File: config.mk
export PLATFORM = sky130hd
export DESIGN_NAME = rps_register_page_stack
export DESIGN_NICKNAME = d
export VERILOG_FILES = /design/src/verilog/rps_level_mux.v /design/src/verilog/rps_register_page_stack.v
export VERILOG_INCLUDE_DIRS = /design/src /design/src/verilog
export SDC_FILE = /design/constraint.sdc
export NUM_CORES = 1
export LEC_CHECK = 0
export ABC_CLOCK_PERIOD_IN_PS = 3800
export BUFFER_PORTS_ARGS = -buffer_cell sky130_fd_sc_hd__buf_2
export CAP_MARGIN = 20
export CORE_MARGIN = 4
export CORE_UTILIZATION = 25
export DETAILED_ROUTE_END_ITERATION = 6
export GPL_TIMING_DRIVEN = 0
export PLACE_DENSITY = 0.46
export SYNTH_ARGS = -nofsm -noshare
export SYNTH_HDL_FRONTEND = slang
export SYNTH_SLANG_ARGS = --single-unit
export TNS_END_PERCENT = 5
File: constraint.sdc
create_clock -name clk_sys -period 3.8 [get_ports clk_sys]
set_clock_uncertainty 0.05 [all_clocks]
set_input_delay 0.38 -clock clk_sys [delete_from_list [all_inputs] [get_ports clk_sys]]
set_output_delay 0.38 -clock clk_sys [all_outputs]
set_load 0.05 [all_outputs]
File: src/verilog/rps_map.vh
// register map, field layout and reset values of the register page stack
`ifndef RPS_MAP_VH
`define RPS_MAP_VH
`define RPS_ADDR_PAGE_SELECT 8'ha7
`define RPS_ADDR_PAGING_CONTROL 8'hcf
`define RPS_ADDR_STACK_READOUT 8'hd7
`define RPS_PAGE_CONTROL 8'h10
`define RPS_PAGE_SELECT_RESET 8'h00
`define RPS_IDX_MSB 6
`define RPS_IDX_LSB 4
`define RPS_IDX_RESET 3'h0
`define RPS_EN_BIT 0
`define RPS_EN_RESET 1'b1
`define RPS_LEVELS 5
`define RPS_LEVEL_RESET 8'h00
`endif

File: src/verilog/rps_level_mux.v
// readout selector over the page stack levels
`include "rps_map.vh"
module rps_level_mux (
	// stack contents, level 0 in the low byte
	input wire [8*`RPS_LEVELS-1:0] levels,
	// selection
	input wire [2:0] index,
	// result
	output reg [7:0] value
);
	always @* begin
		value = 8'h00;
		if (index < 3'h5) begin
			value = levels[index*8 +: 8];
		end
	end
endmodule

File: src/verilog/rps_register_page_stack.v
// register page stack with auto paging on interrupt entry and return
`include "rps_map.vh"
module rps_register_page_stack (
	// clock and reset
	input wire clk_sys,
	input wire rst_n,
	// register access from the core
	input wire [7:0] regAddr,
	input wire regWrite,
	input wire [7:0] regWdata,
	input wire regRead,
	output reg [7:0] regRdata,
	output reg regHit,
	// interrupt sequencing
	input wire irqEnter,
	input wire [7:0] irqPage,
	input wire irqReturn,
	// state view
	output reg [7:0] pageSelect,
	output reg autoPagingEnable
);
	// page moves, one per cycle: entry beats return beats a page write
	localparam [1:0] OP_HOLD = 2'b00;
	localparam [1:0] OP_PUSH = 2'b01;
	localparam [1:0] OP_POP = 2'b10;
	localparam [1:0] OP_WRITE = 2'b11;

	// current page and control fields
	reg [7:0] page_q;
	reg [7:0] page_d;
	reg [2:0] idx_q;
	reg en_q;
	wire en_d;
	wire [7:0] ctrlView;
	// move decode
	reg [1:0] op;
	wire pushReq;
	wire popReq;
	// register access decode
	wire onCtrlPage;
	wire selPage;
	wire selCtrl;
	wire selStack;
	wire wrPage;
	wire wrCtrl;
	// read path
	reg [7:0] rdData_d;
	reg rdHit_d;
	wire [7:0] stackValue;
	// level 0 is the live page, levels 1..4 hold saved pages
	wire [8*`RPS_LEVELS-1:0] stackFlat;
	genvar g;

	// control and readout exist only on the control page
	assign onCtrlPage = (page_q == `RPS_PAGE_CONTROL);
	assign selPage = (regAddr == `RPS_ADDR_PAGE_SELECT);
	assign selCtrl = onCtrlPage && (regAddr == `RPS_ADDR_PAGING_CONTROL);
	assign selStack = onCtrlPage && (regAddr == `RPS_ADDR_STACK_READOUT);
	assign wrPage = regWrite && selPage;
	assign wrCtrl = regWrite && selCtrl;
	assign pushReq = irqEnter && en_q;
	assign popReq = irqReturn && en_q;
	assign en_d = wrCtrl ? regWdata[`RPS_EN_BIT] : en_q;
	assign ctrlView = {1'b0, idx_q, 3'b000, en_q};
	assign stackFlat[7:0] = page_q;

	// entry and return together is a sequencer fault; entry is kept
	always @* begin
		if (pushReq) begin
			op = OP_PUSH;
		end else if (popReq) begin
			op = OP_POP;
		end else if (wrPage) begin
			op = OP_WRITE;
		end else begin
			op = OP_HOLD;
		end
	end

	// a page write in the cycle of an enabled entry or return is lost
	always @* begin
		case (op)
			OP_PUSH: begin
				page_d = irqPage;
			end
			OP_POP: begin
				page_d = stackFlat[15:8];
			end
			OP_WRITE: begin
				page_d = regWdata;
			end
			OP_HOLD: begin
				page_d = page_q;
			end
			default: begin
				page_d = page_q;
			end
		endcase
	end

	// all levels move on the same edge as the page, so the readout
	// never shows a half-shifted stack
	generate
		for (g = 1; g < `RPS_LEVELS; g = g + 1) begin : gLevel
			// the bottom level takes itself on a pop
			localparam integer UP = (g < `RPS_LEVELS - 1) ? g + 1 : g;
			localparam integer DOWN = g - 1;
			reg [7:0] level_q;
			reg [7:0] level_d;

			always @* begin
				case (op)
					OP_PUSH: begin
						level_d = stackFlat[DOWN*8 +: 8];
					end
					OP_POP: begin
						level_d = stackFlat[UP*8 +: 8];
					end
					OP_HOLD, OP_WRITE: begin
						level_d = level_q;
					end
					default: begin
						level_d = level_q;
					end
				endcase
			end

			always @(posedge clk_sys or negedge rst_n) begin
				if (!rst_n) begin
					level_q <= `RPS_LEVEL_RESET;
				end else begin
					level_q <= level_d;
				end
			end

			assign stackFlat[g*8 +: 8] = level_q;
		end
	endgenerate

	// readout selector over all five levels
	rps_level_mux uMux (
		.levels(stackFlat),
		.index(idx_q),
		.value(stackValue)
	);

	// the live page is level 0 of the stack
	always @(posedge clk_sys or negedge rst_n) begin
		if (!rst_n) begin
			page_q <= `RPS_PAGE_SELECT_RESET;
		end else begin
			page_q <= page_d;
		end
	end

	// the index only steers the readout, it never moves the stack
	always @(posedge clk_sys or negedge rst_n) begin
		if (!rst_n) begin
			idx_q <= `RPS_IDX_RESET;
		end else if (wrCtrl) begin
			idx_q <= regWdata[`RPS_IDX_MSB:`RPS_IDX_LSB];
		end
	end

	// a cleared enable already blocks an interrupt in the next cycle
	always @(posedge clk_sys or negedge rst_n) begin
		if (!rst_n) begin
			en_q <= `RPS_EN_RESET;
		end else begin
			en_q <= en_d;
		end
	end

	// unmapped or absent reads give zero data and no hit
	always @* begin
		rdData_d = 8'h00;
		rdHit_d = 1'b0;
		if (regRead) begin
			if (selPage) begin
				rdData_d = page_q;
				rdHit_d = 1'b1;
			end else if (selCtrl) begin
				rdData_d = ctrlView;
				rdHit_d = 1'b1;
			end else if (selStack) begin
				rdData_d = stackValue;
				rdHit_d = 1'b1;
			end
		end
	end

	// data and hit stand together for one cycle after the read
	always @(posedge clk_sys or negedge rst_n) begin
		if (!rst_n) begin
			regRdata <= 8'h00;
		end else begin
			regRdata <= rdData_d;
		end
	end

	always @(posedge clk_sys or negedge rst_n) begin
		if (!rst_n) begin
			regHit <= 1'b0;
		end else begin
			regHit <= rdHit_d;
		end
	end

	// outputs load the next state so they change with the registers
	always @(posedge clk_sys or negedge rst_n) begin
		if (!rst_n) begin
			pageSelect <= `RPS_PAGE_SELECT_RESET;
		end else begin
			pageSelect <= page_d;
		end
	end

	always @(posedge clk_sys or negedge rst_n) begin
		if (!rst_n) begin
			autoPagingEnable <= `RPS_EN_RESET;
		end else begin
			autoPagingEnable <= en_d;
		end
	end
endmodule

==> out/summary.txt <==
origin of the critical flop-to-flop path: autoPagingEnable
Worst R2R End: gLevel[3].level_q[5]
Synth Instances: 281
io pins: 48
synthesized flop and latch total: 53
first-pass GRT wire length: 13,100 um
Setup Total Neg Slack: 0 ps
Die Width: 115 um
PortBufs: 46
layout cell share with drive strength beyond 1: 0.258
largest net degree at the start of global routing: 39
# resized after CTS: 0
Setup CP Type: input pin to register
CTS buffer count: 5
Worst Reg-to-Reg Cells: 7
WL per Instance: 17.6 um
Post-synth EDFFs: 0
clock period minus worst slack: 2990 ps
Post-Syn Nets: 314
Yosys warnings: 0
Setup Viol. Count Final: 0
ys flop type: dfrtp_1
Critical Path Source Type: input pin
Reg clk slew, reported paths: 70 ps
register area share after synthesis: 0.461
initial antenna violation count: 0
worst hold path class: input pin to register
number of max-cap violations: 0
Starting DRT DRC Count: 185
Initial Util: 0.260
Tot Pwr: 1.29 mW
drt pass-1 iters: 4
Worst Tran Pin Value: 670 ps
reg2reg setup slack: 920 ps
Clk Latency, worst-skew pair: 290 ps
Fin Hold WS: 298 ps
CP startpoint: regAddr[4]
H-tree Lvls: 2
vias: 2,311
row count: 38
WP data required: 3900 ps
syn_area_per_cell: 10.3 um^2
ys async rst share: 1.00
number of stages on the worst hold path: 2
Final ANT Viol Nets: 0
fin crit share: 0.786
worst-path maximum fanout: 10
FMAX: 0.335 GHz
Netlist Area Pre-Place: 2880 um^2
DRC viols: 0
routability congestion estimate: 0.781
Cell Pwr Density: 374 nW/um^2
hold path endpoint: idx_q[0]
Final HPWL DP: 6350 um
Post-CTS Setup Inserts: 0
Cell variety after synth: 38
CTS max path bufs: 2
CTS Root Cell: clkbuf_16
CTS sink count: 53
n_diodes: 0
core area: 11,100 um^2
GRT overflow: 0
Fin. Hold Viols: 0
endpoint class of the critical path: register
Area Growth Syn to Fin: 20.1%
outcome: finished, final reports clean
drt via density: 4.84
full die area: 13,300 um^2
RSZ-0062 raised after global routing: no
Leak Pwr: 1.50 nW
Critical Path AT: 3090 ps
final WL: 8390 um
Die H: 115 um
Final nets: 369
Hold Path Origin: regWdata[4]
Worst slew margin: 0.553
Worst VDD drop: 0.169 mV
vias in the first global route: 2,337
gr usage total: 0.129
TritonCTS clock tree: built
fin. max-slew vios: 0
[timing repair]
| item | CTS | global route |
|---|---|---|
| endpoints found under the setup margin | 0 | 0 |
| endpoints found under the hold margin | 15 | 0 |
| hold buffers | 1 | 0 |
[layer usage]
layer,wire [um],vias to the layer above,GRT usage
li1,-,1135,-
met1,4000,1126,0.179
met2,3990,48,0.209
met3,350,2,0.0232
met4,47,0,0.0305
met5,0,-,0
[registers in the layout, indices dropped and copies added, names as in the netlist]
signal / flops
regRdata: 8
autoPagingEnable: 1
pageSelect: 8
regHit: 1
idx_q: 3
gLevel.level_q: 32
[cell usage after synthesis, drive strengths merged (3+ instances only)]
master / count / area share
dfrtp: 52 / 0.45
a21oi: 34 / 0.059
mux2i: 32 / 0.11
nor2: 27 / 0.036
mux2: 15 / 0.059
buf: 13 / 0.022
inv: 10 / 0.013
nand2: 10 / 0.013
o21ai: 10 / 0.017
a22o: 9 / 0.027
a22oi: 9 / 0.023
a211oi: 8 / 0.021
clkbuf: 7 / 0.0091
nor2b: 7 / 0.015
nand3: 6 / 0.010
a2bb2oi: 3 / 0.0091
and2: 3 / 0.0070
ha: 3 / 0.013
nor4b: 3 / 0.016
o22ai: 3 / 0.0065
o2bb2ai: 3 / 0.0091
[cell type report]
cell class              count  area (um^2)
well taps                 140          175
fillers                  1180         7620
clock inverters             2         15.0
repair buffers             48          260
inverters                  10         37.5
plain buffers              20         88.8
flip-flops and latches     53         1330
clock buffers               6          129
multi-input cells         198         1430
[cell usage in the layout (no fill, tap or decap), types with 2 or more instances in the layout]
master	synthesis	final
a211oi_1	8	8
a21boi_0	2	2
a21oi_1	34	34
a22o_1	9	9
a22oi_1	9	9
a2bb2oi_1	3	3
and2_1	2	2
buf_1	4	4
buf_2	8	54
clkbuf_1	7	8
clkbuf_16	0	5
clkinvlp_4	0	2
dfrtp_1	52	52
ha_1	3	3
inv_1	10	10
mux2_2	15	15
mux2i_1	32	32
nand2_1	10	10
nand3_1	6	6
nor2_1	26	26
nor2b_1	7	7
nor4b_2	3	3
o21ai_0	10	10
o22ai_1	3	3
o2bb2ai_1	3	3
[kinds of logic after synthesis]
| group | synth area share |
|---|---|
| DFF | 0.461 |
| and+or+nand+nor | 0.113 |
| muxes | 0.178 |
| AOI/OAI and AO/OA | 0.192 |
| adders and majority gates | 0.0130 |
| buffers and inverters | 0.0439 |
[worst max-delay path, stage by stage]
cell	delay, ps
buf_2	110
nor4b_2	300
nand2_1	150
nor2_2	400
nand2_1	140
a21boi_0	290
ha_1	210
clkbuf_1	470
buf_1	490
a21oi_1	130
[worst max-delay path by stage]
stage,to,cells past startpoint,slack (ps)
final,gLevel[3].level_q[5],10,810
after global routing,gLevel[2].level_q[1],10,510
after CTS,gLevel[2].level_q[1],10,800
after detailed placement,gLevel[2].level_q[1],10,500
after global placement,gLevel[1].level_q[1],10,540
after floorplan,pageSelect[0],11,1320
[report_power, final]
group	switching, mW	internal [mW]
clock	0.208	0.245
sequential	0.0608	0.610
combinational	0.0980	0.0709
[stage by stage]
stage | instance area (um^2) | util | worst slack, ps | cells
2_1_floorplan | 2880 | - | 1320 | 281
3_3_place_gp | 3290 | 0.297 | 540 | 467
3_5_place_dp | 3310 | 0.298 | 499 | 468
4_1_cts | 3460 | 0.312 | 800 | 477
5_1_grt | 3460 | 0.312 | 515 | 477
6_report | 3460 | 0.312 | 811 | 477
No activity file was read; power rests on OpenSTA's default activity.
